**src/inc/vintu_pkg.sv**
```systemverilog
`default_nettype none
package vintu_pkg;
   localparam int VINTU_NSRC = 10;
   localparam int VINTU_PCW  = 10;
   // Source indices, lowest vector first
   localparam int SRC_TMR  = 0;
   localparam int SRC_EXTA = 1;
   localparam int SRC_EXTB = 2;
   localparam int SRC_CNT1 = 3;
   localparam int SRC_CNT2 = 4;
   localparam int SRC_HPT  = 5;
   localparam int SRC_LPT  = 6;
   localparam int SRC_PCHG = 7;
   localparam int SRC_PPER = 8;
   localparam int SRC_PDUT = 9;
   localparam logic [9:0] VEC_TMR  = 10'h003;
   localparam logic [9:0] VEC_EXTA = 10'h006;
   localparam logic [9:0] VEC_EXTB = 10'h009;
   localparam logic [9:0] VEC_CNT1 = 10'h00c;
   localparam logic [9:0] VEC_CNT2 = 10'h00f;
   localparam logic [9:0] VEC_HPT  = 10'h012;
   localparam logic [9:0] VEC_LPT  = 10'h015;
   localparam logic [9:0] VEC_PCHG = 10'h018;
   localparam logic [9:0] VEC_PPER = 10'h01e;
   localparam logic [9:0] VEC_PDUT = 10'h021;
   // Register offsets on the plain register port
   localparam logic [3:0] OFS_FLAG_LO = 4'h0;
   localparam logic [3:0] OFS_FLAG_HI = 4'h1;
   localparam logic [3:0] OFS_MASK    = 4'h2;
   localparam logic [3:0] OFS_PWM_EN  = 4'h3;
   localparam logic [3:0] OFS_STATUS  = 4'h4;
   // Banked PWM enable bit positions
   localparam int PWM_EN_PER_BIT = 2;
   localparam int PWM_EN_DUT_BIT = 1;
   localparam logic [7:0] RST_BYTE = 8'h00;
   localparam logic [9:0] RST_VEC  = 10'h000;
   typedef enum logic [2:0]
   {
      VI_IDLE = 3'b001,
      VI_SAVE = 3'b010,
      VI_SERV = 3'b100
   } vintu_state_t;
endpackage
`default_nettype wire

```
**src/hdl/vintu_edge.sv**
```systemverilog
`timescale 1ns/1ps
`default_nettype none
module vintu_edge
   import vintu_pkg::*;
#(
   parameter int WIDTH = 10
)
(
   input  wire logic             clock_i,
   input  wire logic             sys_rst_i,
   input  wire logic [WIDTH-1:0] level_i,
   output logic      [WIDTH-1:0] fall_o
);
   logic [WIDTH-1:0] prev;

   // Starts high so a line already low at reset is taken as a fall once reset ends
   always_ff @(posedge clock_i)
   begin
      if (sys_rst_i)
         prev <= '1;
      else
         prev <= level_i;
   end

   assign fall_o = prev & ~level_i;
endmodule
`default_nettype wire

```
**src/hdl/vintu_core.sv**
```systemverilog
`timescale 1ns/1ps
`default_nettype none
// Contract
// - A falling source signal sets its flag only while its enable is set: mask bit for sources 0 to 7, PWM enable bit for 8 and 9.
// - Flag register holds one pending bit per source, readable by software.
// - Mask register holds one enable for each of sources 0 to 7; masked requests never flag or vector.
// - Enable instruction sets global enable, disable clears it; cleared blocks redirection.
// - Accepted request redirects next fetch to its vector, 0003H through 0021H.
// - Every source has its own distinct fixed vector.
// - Timer 0003H, external pin a 0006H, external pin b 0009H.
// - Counter one 000CH, counter two 000FH.
// - High-pulse timer 0012H, low-pulse timer 0015H.
// - Port input change vectors to 0018H.
// - PWM period match 001EH, PWM duty match 0021H.
// - Each of the four down counters raises its own request on underflow.
// - Accumulator and status word are saved before the handler's first instruction.
// - Saved accumulator and status word are restored when the handler completes.
// - No vectoring to another handler while one executes.
// - Requests during a handler stay pending until it completes.
// - Mask bits 0 to 6: timer, pin a, pin b, counter1, counter2, high, low.
// - Mask bit 7 set: port change interrupts; cleared: wake only.
// - PWM period and duty enables at bits 2 and 1 of a separate register.
module vintu_core
   import vintu_pkg::*;
(
   input  wire logic       clock_i,
   input  wire logic       sys_rst_i,
   input  wire logic       tmr_ovf_n_i,
   input  wire logic       ext_irq_pin_a_i,
   input  wire logic       ext_irq_pin_b_i,
   input  wire logic       cnt1_udf_n_i,
   input  wire logic       cnt2_udf_n_i,
   input  wire logic       hpt_udf_n_i,
   input  wire logic       lpt_udf_n_i,
   input  wire logic       port_chg_n_i,
   input  wire logic       pwm_per_n_i,
   input  wire logic       pwm_dut_n_i,
   input  wire logic       global_irq_on_instr_i,
   input  wire logic       global_irq_off_instr_i,
   input  wire logic       fetch_slot_i,
   input  wire logic       handler_done_i,
   input  wire logic [7:0] working_reg_i,
   input  wire logic [7:0] status_word_reg_i,
   input  wire logic [3:0] reg_addr_i,
   input  wire logic [7:0] reg_wdata_i,
   input  wire logic       reg_wr_i,
   input  wire logic       reg_rd_i,
   output logic      [7:0] reg_rdata_o,
   output logic            vector_load_o,
   output logic      [9:0] vector_addr_o,
   output logic            save_o,
   output logic            restore_o,
   output logic      [7:0] working_reg_o,
   output logic      [7:0] status_word_reg_o,
   output logic            wake_o,
   output logic            in_handler_o
);
   logic [VINTU_NSRC-1:0] level;
   logic [VINTU_NSRC-1:0] fall;
   logic [VINTU_NSRC-1:0] irq_flag_reg;
   logic [VINTU_NSRC-1:0] enable_vec;
   logic [VINTU_NSRC-1:0] clr_vec;
   logic [VINTU_NSRC-1:0] ack_vec;
   logic [7:0]            irq_mask_reg;
   logic [7:0]            pwm_en_reg;
   logic                  gie;
   vintu_state_t          state;
   logic                  pick_valid;
   logic [3:0]            pick_idx;
   logic [9:0]            pick_vec;
   logic                  take;

   assign level = {pwm_dut_n_i, pwm_per_n_i, port_chg_n_i, lpt_udf_n_i, hpt_udf_n_i,
                   cnt2_udf_n_i, cnt1_udf_n_i, ext_irq_pin_b_i, ext_irq_pin_a_i,
                   tmr_ovf_n_i};

   vintu_edge #(.WIDTH(VINTU_NSRC)) u_edge
   (
      .clock_i   (clock_i),
      .sys_rst_i (sys_rst_i),
      .level_i   (level),
      .fall_o    (fall)
   );

   // Mask bits 0..7 map straight; PWM enables come from the banked register
   assign enable_vec = {pwm_en_reg[PWM_EN_DUT_BIT], pwm_en_reg[PWM_EN_PER_BIT],
                        irq_mask_reg};

   always_comb
   begin
      clr_vec = '0;
      if (reg_wr_i && reg_addr_i == OFS_FLAG_LO)
         clr_vec[7:0] = ~reg_wdata_i;
      else if (reg_wr_i && reg_addr_i == OFS_FLAG_HI)
         clr_vec[9:8] = ~reg_wdata_i[1:0];
   end

   // Priority pick: lowest index is lowest vector
   always_comb
   begin
      pick_valid = 1'b0;
      pick_idx   = 4'h0;
      for (int i = VINTU_NSRC - 1; i >= 0; i--)
      begin
         if (irq_flag_reg[i] && enable_vec[i])
         begin
            pick_valid = 1'b1;
            pick_idx   = 4'(i);
         end
      end
   end

   always_comb
   begin
      case (pick_idx)
         4'h0: pick_vec = VEC_TMR;
         4'h1: pick_vec = VEC_EXTA;
         4'h2: pick_vec = VEC_EXTB;
         4'h3: pick_vec = VEC_CNT1;
         4'h4: pick_vec = VEC_CNT2;
         4'h5: pick_vec = VEC_HPT;
         4'h6: pick_vec = VEC_LPT;
         4'h7: pick_vec = VEC_PCHG;
         4'h8: pick_vec = VEC_PPER;
         default: pick_vec = VEC_PDUT;
      endcase
   end

   // Only from idle, with global enable, at a fetch slot
   assign take = (state == VI_IDLE) && gie && pick_valid && fetch_slot_i;

   always_comb
   begin
      ack_vec = '0;
      if (take)
         ack_vec[pick_idx] = 1'b1;
   end

   // Set beats software clear; the taken flag is consumed by the vectoring
   always_ff @(posedge clock_i)
   begin
      if (sys_rst_i)
         irq_flag_reg <= '0;
      else
         irq_flag_reg <= (irq_flag_reg & ~clr_vec & ~ack_vec) | (fall & enable_vec);
   end

   always_ff @(posedge clock_i)
   begin
      if (sys_rst_i)
         irq_mask_reg <= RST_BYTE;
      else if (reg_wr_i && reg_addr_i == OFS_MASK)
         irq_mask_reg <= reg_wdata_i;
   end

   always_ff @(posedge clock_i)
   begin
      if (sys_rst_i)
         pwm_en_reg <= RST_BYTE;
      else if (reg_wr_i && reg_addr_i == OFS_PWM_EN)
         pwm_en_reg <= reg_wdata_i & 8'h06;
   end

   // Disable wins when both instruction strobes coincide
   always_ff @(posedge clock_i)
   begin
      if (sys_rst_i)
         gie <= 1'b0;
      else if (global_irq_off_instr_i)
         gie <= 1'b0;
      else if (global_irq_on_instr_i)
         gie <= 1'b1;
   end

   always_ff @(posedge clock_i)
   begin
      if (sys_rst_i)
         state <= VI_IDLE;
      else
      begin
         case (state)
            VI_IDLE: if (take) state <= VI_SAVE;
            VI_SAVE: state <= VI_SERV;
            VI_SERV: if (handler_done_i) state <= VI_IDLE;
            default: state <= VI_IDLE;
         endcase
      end
   end

   always_ff @(posedge clock_i)
   begin
      if (sys_rst_i)
      begin
         vector_load_o <= 1'b0;
         vector_addr_o <= RST_VEC;
      end
      else
      begin
         vector_load_o <= take;
         if (take)
            vector_addr_o <= pick_vec;
      end
   end

   // Shadow copy taken in the cycle of acceptance, before any handler fetch
   always_ff @(posedge clock_i)
   begin
      if (sys_rst_i)
      begin
         working_reg_o     <= RST_BYTE;
         status_word_reg_o <= RST_BYTE;
      end
      else if (take)
      begin
         working_reg_o     <= working_reg_i;
         status_word_reg_o <= status_word_reg_i;
      end
   end

   always_ff @(posedge clock_i)
   begin
      if (sys_rst_i)
      begin
         save_o    <= 1'b0;
         restore_o <= 1'b0;
      end
      else
      begin
         save_o    <= take;
         restore_o <= (state == VI_SERV) && handler_done_i;
      end
   end

   always_ff @(posedge clock_i)
   begin
      if (sys_rst_i)
         in_handler_o <= 1'b0;
      else
         in_handler_o <= (state != VI_IDLE && !(state == VI_SERV && handler_done_i)) || take;
   end

   // Port change wakes the core even with its mask bit cleared
   always_ff @(posedge clock_i)
   begin
      if (sys_rst_i)
         wake_o <= 1'b0;
      else
         wake_o <= |fall;
   end

   always_ff @(posedge clock_i)
   begin
      if (sys_rst_i)
         reg_rdata_o <= RST_BYTE;
      else if (reg_rd_i)
      begin
         if (reg_addr_i == OFS_FLAG_LO)
            reg_rdata_o <= irq_flag_reg[7:0];
         else if (reg_addr_i == OFS_FLAG_HI)
            reg_rdata_o <= {6'h00, irq_flag_reg[9:8]};
         else if (reg_addr_i == OFS_MASK)
            reg_rdata_o <= irq_mask_reg;
         else if (reg_addr_i == OFS_PWM_EN)
            reg_rdata_o <= pwm_en_reg;
         else if (reg_addr_i == OFS_STATUS)
            reg_rdata_o <= {5'h00, state == VI_SERV, state == VI_SAVE, gie};
         else
            reg_rdata_o <= RST_BYTE;
      end
      else
         reg_rdata_o <= RST_BYTE;
   end
endmodule
`default_nettype wire

```
**config.mk**
```make
export PLATFORM = sky130hd
export DESIGN_NAME = vintu_core
export DESIGN_NICKNAME = d
export VERILOG_FILES = /design/src/inc/vintu_pkg.sv /design/src/hdl/vintu_edge.sv /design/src/hdl/vintu_core.sv
export SDC_FILE = /design/constraint.sdc
export NUM_CORES = 1
export LEC_CHECK = 0
export CAP_MARGIN = 20
export CORE_MARGIN = 10
export CORE_UTILIZATION = 56
export CTS_BUF_LIST = sky130_fd_sc_hd__clkbuf_4 sky130_fd_sc_hd__clkbuf_8
export DETAILED_ROUTE_END_ITERATION = 8
export DONT_BUFFER_PORTS = 1
export PLACE_DENSITY = 0.74
export SYNTH_ARGS = -nofsm -noshare
export SYNTH_HDL_FRONTEND = slang
export SYNTH_SLANG_ARGS = --single-unit
```
**constraint.sdc**
```tcl
create_clock -name clock_i -period 2 [get_ports clock_i]
set_input_delay 0.2 -clock clock_i [delete_from_list [all_inputs] [get_ports clock_i]]
set_output_delay 0.2 -clock clock_i [all_outputs]
set_load 0.02 [all_outputs]
```
==> results of run 1 <==
## cells in the mapped netlist (2+ instances only)
master,n
a21oi_1,43
o21ai_0,5
nor4_4,2
o31a_1,2
buf_4,5
and3_1,2
buf_2,4
a311oi_1,2
a22o_1,5
clkbuf_1,10
a22oi_1,10
nor2_1,24
o221ai_1,5
o211ai_1,4
nor2b_1,7
nand2_1,70
inv_1,12
nor3_1,9
o211a_1,4
o2bb2ai_1,2
mux2i_1,2
a211oi_1,2
ha_1,4
or2_2,9
nand3_1,16
dfxtp_1,68
nand4_1,2
nor4_1,3
o21ai_1,2
## power groups by stage
stage	Sequential (W)	Combinational, W	Clock [W]
final	0.00138	0.000171	0.00108
after global routing	0.00138	0.000186	0.00115
after CTS	0.00138	0.000162	0.00110
after detailed placement	0.00141	0.0000830	0
after global placement	0.00141	0.0000817	0
after floorplan	0.00141	0.0000878	0
## cell families (layout without fill, tap and decap cells)
| group | count (synthesis) | in the layout |
|---|---|---|
| adder cells (fa/ha/maj) | 4 | 4 |
| buffers and inverters | 32 | 112 |
| multiplexers | 2 | 2 |
| flip-flops | 68 | 68 |
| AO/OA/AOI/OAI | 98 | 98 |
| other | 1 | 4 |
| AND/OR/NAND/NOR | 151 | 151 |
## repair_timing
| action | 4_1_cts | 5_1_grt |
|---|---|---|
| setup endpoints to repair | 11 | 32 |
| pin swaps | 14 | 6 |
| hold buffers | 38 | 2 |
| setup buffers | 6 | 6 |
| hold endpoints to repair | 55 | 3 |
| resized for setup | 9 | 9 |
## worst paths after layout
check                                startpoint               end
worst max register to register  irq_flag_reg[5]  vector_addr_o[3]
worst min-delay path             reg_wdata_i[2]     pwm_en_reg[2]
worst max-delay path            irq_flag_reg[5]  vector_addr_o[3]
worst min register to register   u_edge.prev[5]   irq_flag_reg[5]
## final cells by class
| class | instances | share of cell area, % |
|---|---|---|
| Clock buffer | 14 | 4.595 |
| Clock inverter | 1 | 0.1233 |
| Inverter | 12 | 1.172 |
| Multi-Input combinational cell | 259 | 39.19 |
| Sequential cell | 68 | 33.61 |
| Tap cell | 70 | 2.158 |
| Timing Repair Buffer | 85 | 19.15 |
## metrics by stage
| step | area [um^2] | setup TNS, ns |
|---|---|---|
| after global routing | 4058 | -2.886 |
| after floorplan | 3033 | -0.6845 |
| after global placement | 3282 | -0.1066 |
| after CTS | 3946 | -0.3896 |
| after detailed placement | 3282 | -0.6920 |
| final | 4058 | -1.735 |
## per-layer routing
layer | wire length [um] | part of all wire [%]
met5 | 0 | 0
met1 | 3715 | 38
met3 | 982 | 10
met2 | 4771 | 48
met4 | 399 | 4.0
## placed cells by master, fill, tap and decap left out, types with 3 or more instances in the layout
cell type       n
o211ai_1        4
nor3_1          8
o211a_1         4
nor2_1         23
o221ai_1        3
buf_12          3
a21oi_1        42
nand3_1        15
o21ai_1         4
nand2_1        69
nor4_4          3
a22oi_1         9
buf_4          42
a22o_1          5
or2_2           9
dlygate4sd3_1  39
inv_1          10
nor2b_1         7
conb_1          4
dfxtp_1        66
clkbuf_8       13
## worst max-delay path, cell delays in order, from the launching register on
cell	delay, ns
dfxtp_2	0.32
a22o_4	0.26
a31o_1	0.19
a222oi_1	0.47
nor2_2	0.14
ha_1	0.30
a21oi_1	0.17
o21ai_1	0.09
a21oi_1	0.17
nor3_1	0.08
==> impl_metrics.json, run 1 <==
{
  "syn_inst": 356,
  "synthSimpleGateAreaFrac_pct": 24.42,
  "p_sw_share_pct": 22.11,
  "use_met1_pct": 25.16,
  "synthXorXnorAreaFrac_pct": 0,
  "synth_edf_count": 0,
  "numCtsBuffers": 9,
  "hold_path_depth": 2,
  "rr_worst_depth": 9,
  "first_iter_violations": 320,
  "synth_warnings": 0,
  "grt_antenna_before_repair": 0,
  "met2_usage_pct": 36.51,
  "dr.pass1.iters": 7,
  "power_density_nw_per_um2": 650.0,
  "initial_utilization_pct": 58.11,
  "synth-seq-cells": 68,
  "clkSlewWorstSetupHoldPaths_ns": 0.07,
  "pwr-share-seq_pct": 52.4,
  "fin_ws_ns": -0.3054,
  "dieWidth_um": 93.03,
  "syn_area_um2": 2987,
  "placed_cells": 443,
  "maxCapViolCount": 0,
  "hold_class": "input pin to flip-flop",
  "power_w": 0.002638,
  "vias": 3067,
  "fill_cells": 351,
  "core_area_um2": 5140,
  "routed_wl_mm": 9.869,
  "yosysUniqueCellTypes": 50,
  "io_pins": 85,
  "path_class": "flip-flop to flip-flop",
  "clk_path_buf_depth": 2,
  "clock_skew_ns": 0.007158,
  "yosys.area.top_type": "dfxtp_1",
  "max_slew.worst_pin.slew_ns": 0.6451,
  "ys_seq_area_share_pct": 45.58,
  "crit_fanout": 3,
  "rows": 26,
  "setup_viol": 14,
  "muxShareOfSynthArea_pct": 0.6703,
  "clk_latency_ns": 0.35,
  "finalCritPeriodShare_pct": 115.3,
  "antenna_cells": 0,
  "maxSlewHeadroom_pct": 56.99,
  "async_flop_share_pct": 0,
  "die_h_um": 93.03,
  "post-place-ws_ns": -0.1336,
  "synth-compound-area-share_pct": 22.45,
  "synthAdderAreaFrac_pct": 1.676,
  "busiest_layer": "met2",
  "r2r_slack_ns": -0.31,
  "p_sw_w": 0.0005832,
  "p_leak_nw": 1.507,
  "fin_crit_ns": 2.305,
  "final_cells": 509,
  "post-dp-hpwl_mm": 6.269,
  "cts_sinks": 68,
  "max_freq_ghz": 0.4338,
  "ant_nets": 0,
  "drv_slew": 0,
  "final_nets": 485,
  "multiInputGateArea_um2": 1590,
  "violations": "negative setup slack",
  "finalHoldViolCount": 0,
  "combPwrFrac_pct": 6.5,
  "htreeDepth": 3,
  "grt_start_max_net_pins": 54,
  "grt_overflow": 0,
  "final_core_util_pct": 78.94,
  "cts_tree": "yes",
  "synth_flop_cell": "dfxtp_1",
  "post_drt_wl_per_cell_um": 19.39,
  "clockPowerShare_pct": 41.1,
  "hold_slack_ns": 0.005796,
  "syn_avg_cell_area_um2": 8.389,
  "irDropWorstVdd_mv": 0.6036,
  "drc": 0,
  "design.die.area_um2": 8655,
  "drive_above_1_share_pct": 22.32,
  "area_growth_pct": 35.86,
  "globalplace.congestion": 0.8909,
  "viasPerCell": 6.026,
  "seqCellArea_um2": 1364,
  "root_buffer": "clkbuf_8",
  "grt_pass1_wl_mm": 15.35,
  "required_ns": 2.23,
  "synth_top_area_share_pct": 45.58,
  "synth_area_leaders": "dfxtp_1 46%, nand2_1 8.8%, a21oi_1 7.2%",
  "grtUsageTotal_pct": 22.19,
  "grt_pass1_vias": 3088,
  "startpoint_type": "flip-flop",
  "portBuffers": 0,
  "gr-usage-met3_pct": 7.274,
  "rsz0062_at_grt": "true",
  "synth_top_family_by_area": "simple AND/OR/NAND/NOR gates",
  "p_int_w": 0.002054,
  "arrival_ns": 2.54,
  "endpoint_kind": "flip-flop",
  "outcome": "finished with violations"
}
Power figures use the tool's default switching activity.
==> run 2: changes to the inputs <==
ABC_AREA = 1   (was default)
==> run 2 against run 1 <==
Effect of this change:
- register-to-register slack gained 0.46 ns
- core utilization fell by 14 points
- highest routed layer unchanged
- sequential power is essentially flat
- area after synthesis fell by 2.1%
- largest cell class is now sequential cells
- critical path depth is 2 higher
- cell count shrank 4.3%
- the flow now finishes without violations
- non-clock buffer count down 64
- largest power group unchanged
- clock-buffer cell count shrank 1
- critical endpoint is now irq_flag_reg[0]
==> impl_metrics.json, run 2 <==
{
  "grtUsageTotal_pct": 18.13,
  "htreeDepth": 3,
  "hold_class": "input pin to flip-flop",
  "die_h_um": 92.25,
  "cts_tree": "yes",
  "endpoint_kind": "flip-flop",
  "startpoint_type": "flip-flop",
  "clk_path_buf_depth": 2,
  "fin_crit_ns": 1.841,
  "combPwrFrac_pct": 4.4,
  "clkSlewWorstSetupHoldPaths_ns": 0.07,
  "rows": 26,
  "finalCritPeriodShare_pct": 92.05,
  "irDropWorstVdd_mv": 0.5625,
  "drv_slew": 0,
  "finalHoldViolCount": 0,
  "dieWidth_um": 92.25,
  "yosys.area.top_type": "dfxtp_1",
  "arrival_ns": 2.02,
  "power_w": 0.002503,
  "viasPerCell": 5.370,
  "maxSlewHeadroom_pct": 27.24,
  "rsz0062_at_grt": "false",
  "drc": 0,
  "p_int_w": 0.001946,
  "first_iter_violations": 188,
  "portBuffers": 0,
  "synth_flop_cell": "dfxtp_1",
  "numCtsBuffers": 9,
  "design.die.area_um2": 8509,
  "async_flop_share_pct": 0,
  "root_buffer": "clkbuf_8",
  "path_class": "flip-flop to flip-flop",
  "synth_area_leaders": "dfxtp_1 47%, nand2_1 12%, nor2_1 6.3%",
  "maxCapViolCount": 0,
  "syn_area_um2": 2923,
  "placed_area_um2": 2989,
  "post-dp-hpwl_mm": 5.679,
  "finalInstanceArea_um2": 3297,
  "yosysUniqueCellTypes": 34,
  "grt_start_max_net_pins": 30,
  "synthXorXnorAreaFrac_pct": 0,
  "pwr-share-seq_pct": 55.3,
  "vias": 2615,
  "hold_slack_ns": 0.009479,
  "synth_top_area_share_pct": 46.58,
  "drive_above_1_share_pct": 10.55,
  "setup_tns_ns": 0,
  "syn_inst": 395,
  "antenna_cells": 0,
  "setup_viol": 0,
  "muxShareOfSynthArea_pct": 0,
  "dr.pass1.iters": 7,
  "clock_skew_ns": 0.006023,
  "final_nets": 463,
  "globalplace.congestion": 0.9548,
  "p_leak_nw": 1.401,
  "synth-compound-area-share_pct": 14.51,
  "initial_utilization_pct": 57.59,
  "required_ns": 2.18,
  "grt_overflow": 0,
  "synth_top_family_by_area": "simple AND/OR/NAND/NOR gates",
  "post-place-ws_ns": 0.2239,
  "max_slew.worst_pin.slew_ns": 1.088,
  "netlist_top_cells_count": "91 x nand2_1, 68 x dfxtp_1, 49 x nor2_1",
  "synthAdderAreaFrac_pct": 1.712,
  "crit_fanout": 26,
  "synthSimpleGateAreaFrac_pct": 28.55,
  "post_drt_wl_per_cell_um": 15.62,
  "ant_nets": 0,
  "power_density_nw_per_um2": 759.3,
  "outcome": "finished clean",
  "ys_seq_area_share_pct": 46.58,
  "clockPowerShare_pct": 40.3,
  "synth_warnings": 0,
  "final_cell_mix": "90 x nand2_1, 66 x dfxtp_1, 49 x nor2_1, 36 x inv_1, 32 x nand3_1",
  "grt_pass1_vias": 2487,
  "yosysMostFrequentCell": "nand2_1",
  "area_growth_pct": 12.80,
  "synth_edf_count": 0,
  "post_cts_buffers": 0,
  "max_freq_ghz": 0.5432,
  "grt_pass1_wl_mm": 12.42,
  "fin_ws_ns": 0.1590,
  "p_sw_share_pct": 22.28,
  "core_area_um2": 5075,
  "layout_commonest_cell": "nand2_1",
  "p_sw_w": 0.0005578,
  "grt_antenna_before_repair": 0,
  "syn_avg_cell_area_um2": 7.400,
  "io_pins": 85,
  "clk_latency_ns": 0.34,
  "cts_sinks": 68,
  "synth-seq-cells": 68,
  "routed_wl_mm": 7.605
}
## run 2: changes by cell type after synthesis, moves of 11 or more
cell	previous run	this run
nor2_1	24	49
inv_1	12	36
nand2_1	70	91
o21ai_0	5	24
nand3_1	16	32
a21oi_1	43	32
## run 2: cells by family after synthesis
kind of cell	count (synthesis)
AOI/OAI and AO/OA	74
and+or+nand+nor	192
buffers and inverters	56
other	1
DFF	68
adders and majority gates	4
## run 2: final cells by class
class                      instances  area [um^2]
clock buffer                      13        166.4
clock inverter                     2        10.01
fill                             473         1778
inverter                          39        148.9
multi-input combinational        274         1333
sequential                        68         1364
tap                               70        87.58
timing repair buffer              21        187.7
## run 2: layer usage
layer / routed length [um] / vias up / part of all wire, % / GRT usage [%]
met5: 0 / - / 0 / 0
met4: 186 / 0 / 2.4 / 9.254
met3: 740 / 15 / 9.7 / 6.683
met2: 3363 / 113 / 44 / 27.00
met1: 3314 / 1174 / 44 / 22.42
li1: - / 1313 / - / -
## run 2: critical path: stages, from the launching register on
cell	delay, ns
dfxtp_1	0.40
nand2_1	0.12
nand2_1	0.14
nor2_4	0.05
inv_2	0.07
nor2_4	0.04
nand2_2	0.06
nand2_4	0.11
inv_4	0.24
nand2_1	0.15
o21ai_0	0.20
a21oi_1	0.08
## run 2: power groups by stage
| stage | Sequential, W | Clock [W] | Combinational, W |
|---|---|---|---|
| CTS | 0.00138 | 0.00103 | 0.000108 |
| floorplan | 0.00141 | 0 | 0.0000782 |
| finish | 0.00138 | 0.00101 | 0.000109 |
| detailed placement | 0.00141 | 0 | 0.0000806 |
| global placement | 0.00141 | 0 | 0.0000789 |
| global route | 0.00138 | 0.00108 | 0.000124 |
## run 2: per-stage QoR
stage | std cells | utilization [%]
floorplan | 398 | -
global placement | 460 | 58.90
detailed placement | 460 | 58.90
CTS | 487 | 64.74
global route | 487 | 64.97
finish | 487 | 64.97
## run 2: timing repair
action	4_1_cts	5_1_grt
hold buffers	12	0
gates resized for setup	0	7
hold endpoints to repair	37	0
endpoints found under the setup margin	0	9
## run 2: worst paths after layout
kind,startpoint,to,slack (ns),cells after the start
worst max-delay path,irq_mask_reg[5],irq_flag_reg[0],0.16,11
worst min-delay path,handler_done_i,restore_o,0.009,1
worst max register to register,irq_mask_reg[5],irq_flag_reg[0],0.16,11
worst min register to register,u_edge.prev[2],irq_flag_reg[2],0.48,2
==> run 3: changes to the inputs <==
--- a/config.mk
+++ b/config.mk
@@ -8,10 +8,12 @@
 export ABC_AREA = 1
 export CAP_MARGIN = 20
+export CELL_PAD_IN_SITES_DETAIL_PLACEMENT = 2
+export CELL_PAD_IN_SITES_GLOBAL_PLACEMENT = 2
 export CORE_MARGIN = 10
-export CORE_UTILIZATION = 56
+export CORE_UTILIZATION = 32
 export CTS_BUF_LIST = sky130_fd_sc_hd__clkbuf_4 sky130_fd_sc_hd__clkbuf_8
 export DETAILED_ROUTE_END_ITERATION = 8
 export DONT_BUFFER_PORTS = 1
-export PLACE_DENSITY = 0.74
+export PLACE_DENSITY_LB_ADDON = 0.1
 export SYNTH_ARGS = -nofsm -noshare
 export SYNTH_HDL_FRONTEND = slang
==> constraint.sdc (replaced) <==
create_clock -name clock_i -period 2 [get_ports clock_i]
set_input_delay 0.2 -clock clock_i [delete_from_list [all_inputs] [get_ports clock_i]]
set_output_delay 0.2 -clock clock_i [all_outputs]
set_load 0.005 [all_outputs]
==> run 3 against run 2 <==
Effect of this change:
- combinational power rose by 15%
- critical path depth did not move
- routed wire length rose by 34%
- fmax rose by 2.7%
- cell area rose by 4.2%
- via count rose by 2.7%
- clock power barely moved
- clock-buffer cell count fell by 2
- non-clock buffer count rose by 6
- sequential power barely moved
==> impl_metrics.json, run 3 (same netlist as run 2, synthesis figures left out) <==
{
  "outcome": "finished clean",
  "startpoint_type": "flip-flop",
  "htreeDepth": 3,
  "hold_slack_ns": 0.01338,
  "path_class": "flip-flop to flip-flop",
  "p_sw_share_pct": 24.67,
  "arrival_ns": 2.05,
  "post-dp-hpwl_mm": 7.432,
  "p_sw_w": 0.0006249,
  "vias": 2686,
  "final_core_util_pct": 39.00,
  "finalCritPeriodShare_pct": 89.67,
  "clk_latency_ns": 0.35,
  "crit_fanout": 4,
  "clkSlewWorstSetupHoldPaths_ns": 0.08,
  "finalHoldViolCount": 0,
  "antenna_cells": 0,
  "design.die.area_um2": 13360,
  "final_nets": 469,
  "irDropWorstVdd_mv": 0.2972,
  "clockPowerShare_pct": 40.5,
  "cts_sinks": 68,
  "rsz0062_at_grt": "true",
  "endpoint_kind": "flip-flop",
  "drv_slew": 0,
  "met3WireLength_um": 635,
  "initial_utilization_pct": 33.19,
  "setup_tns_ns": 0,
  "p_leak_nw": 1.423,
  "placed_area_um2": 3029,
  "clock_skew_ns": 0.009925,
  "routed_wl_mm": 10.21,
  "viasPerCell": 5.049,
  "first_iter_violations": 95,
  "placed_cells": 497,
  "grtUsageTotal_pct": 15.50,
  "grt_start_max_net_pins": 34,
  "drive_above_1_share_pct": 11.32,
  "finalInstanceArea_um2": 3435,
  "final_cell_mix": "89 x nand2_1, 65 x dfxtp_1, 49 x nor2_1, 35 x inv_1",
  "numCtsBuffers": 9,
  "post_cts_buffers": 0,
  "root_buffer": "clkbuf_8",
  "setup_viol": 0,
  "grt_pass1_vias": 2978,
  "fin_crit_ns": 1.793,
  "drc": 0,
  "power_density_nw_per_um2": 737.6,
  "grt_pass1_wl_mm": 16.19,
  "core_area_um2": 8806,
  "grt_overflow": 0,
  "grt_antenna_before_repair": 0,
  "area_growth_pct": 17.51,
  "ant_nets": 0,
  "clk_path_buf_depth": 2,
  "top_layer": "met4",
  "max_slew.worst_pin.slew_ns": 0.7866,
  "io_pins": 85,
  "cts_tree": "yes",
  "combPwrFrac_pct": 4.9,
  "portBuffers": 0,
  "post_drt_wl_per_cell_um": 19.20,
  "max_freq_ghz": 0.5576,
  "dieWidth_um": 115.6,
  "wl_met2_mm": 4.929,
  "maxCapViolCount": 0,
  "p_int_w": 0.001908,
  "hold_class": "input pin to flip-flop",
  "wl_met1_mm": 4.513,
  "globalplace.congestion": 0.8258,
  "rows": 34,
  "dr.pass1.iters": 4,
  "required_ns": 2.25,
  "pwr-share-seq_pct": 54.5,
  "die_h_um": 115.6,
  "final_cells": 532,
  "layout_commonest_cell": "nand2_1",
  "maxSlewHeadroom_pct": 47.07
}
[run 3: cell count changes in the layout (fill, tap and decap cells not counted), sizes merged]
cell	change
clkinv	+2
dlygate4sd3	+6
clkbuf	-2
clkinvlp	+1
[run 3: layer usage]
layer,GRT usage (%),vias up
met1,18.74,1287
met4,5.828,0
li1,-,1325
met3,4.393,11
met5,0,-
met2,25.59,63
[run 3: critical path: stages (launching register included)]
cell and delay [ns]:
dfxtp_1 0.35, nand2_1 0.12, nand2_1 0.11, inv_1 0.07, nand2_1 0.06, a21oi_1 0.22
inv_1 0.15, ha_4 0.19, a21oi_1 0.19, nand3_1 0.12, nand2_1 0.07, inv_1 0.03
[run 3: final timing paths]
path	start	slack, ns	to	depth (start not counted)
max	irq_mask_reg[4]	0.21	vector_addr_o[2]	11
min	working_reg_i[3]	0.01	working_reg_o[3]	2
max reg2reg	irq_mask_reg[4]	0.21	vector_addr_o[2]	11
min reg2reg	irq_flag_reg[9]	0.49	irq_flag_reg[9]	2
[run 3: power by group through the flow]
stage	clock [W]	combinational [W]	sequential, W
2_1_floorplan	0	0.0000730	0.00141
6_report	0.00103	0.000125	0.00138
3_3_place_gp	0	0.0000812	0.00141
5_1_grt	0.00114	0.000140	0.00138
4_1_cts	0.00106	0.000125	0.00138
3_5_place_dp	0	0.0000837	0.00141
[run 3: area by class of cell]
type | instances | area, um^2
fill | 1030 | 5371
sequential | 68 | 1365
multi-input combinational | 274 | 1349
timing repair buffer | 27 | 264.0
inverter | 39 | 148.9
clock buffer | 11 | 145.1
tap | 108 | 135.1
clock inverter | 5 | 27.53
[run 3: what timing repair did]
action,4_1_cts,5_1_grt
endpoints found under the hold margin,41,0
resized for setup,0,13
endpoints found under the setup margin,0,17
hold buffers,19,0
[run 3: through the flow]
stage / setup WS (ns) / total power [W]
finish: 0.2065 / 0.002533
global route: -0.03784 / 0.002661
CTS: 0.04847 / 0.002569
detailed placement: 0.08804 / 0.001497
global placement: 0.1645 / 0.001493
floorplan: 0.3971 / 0.001482
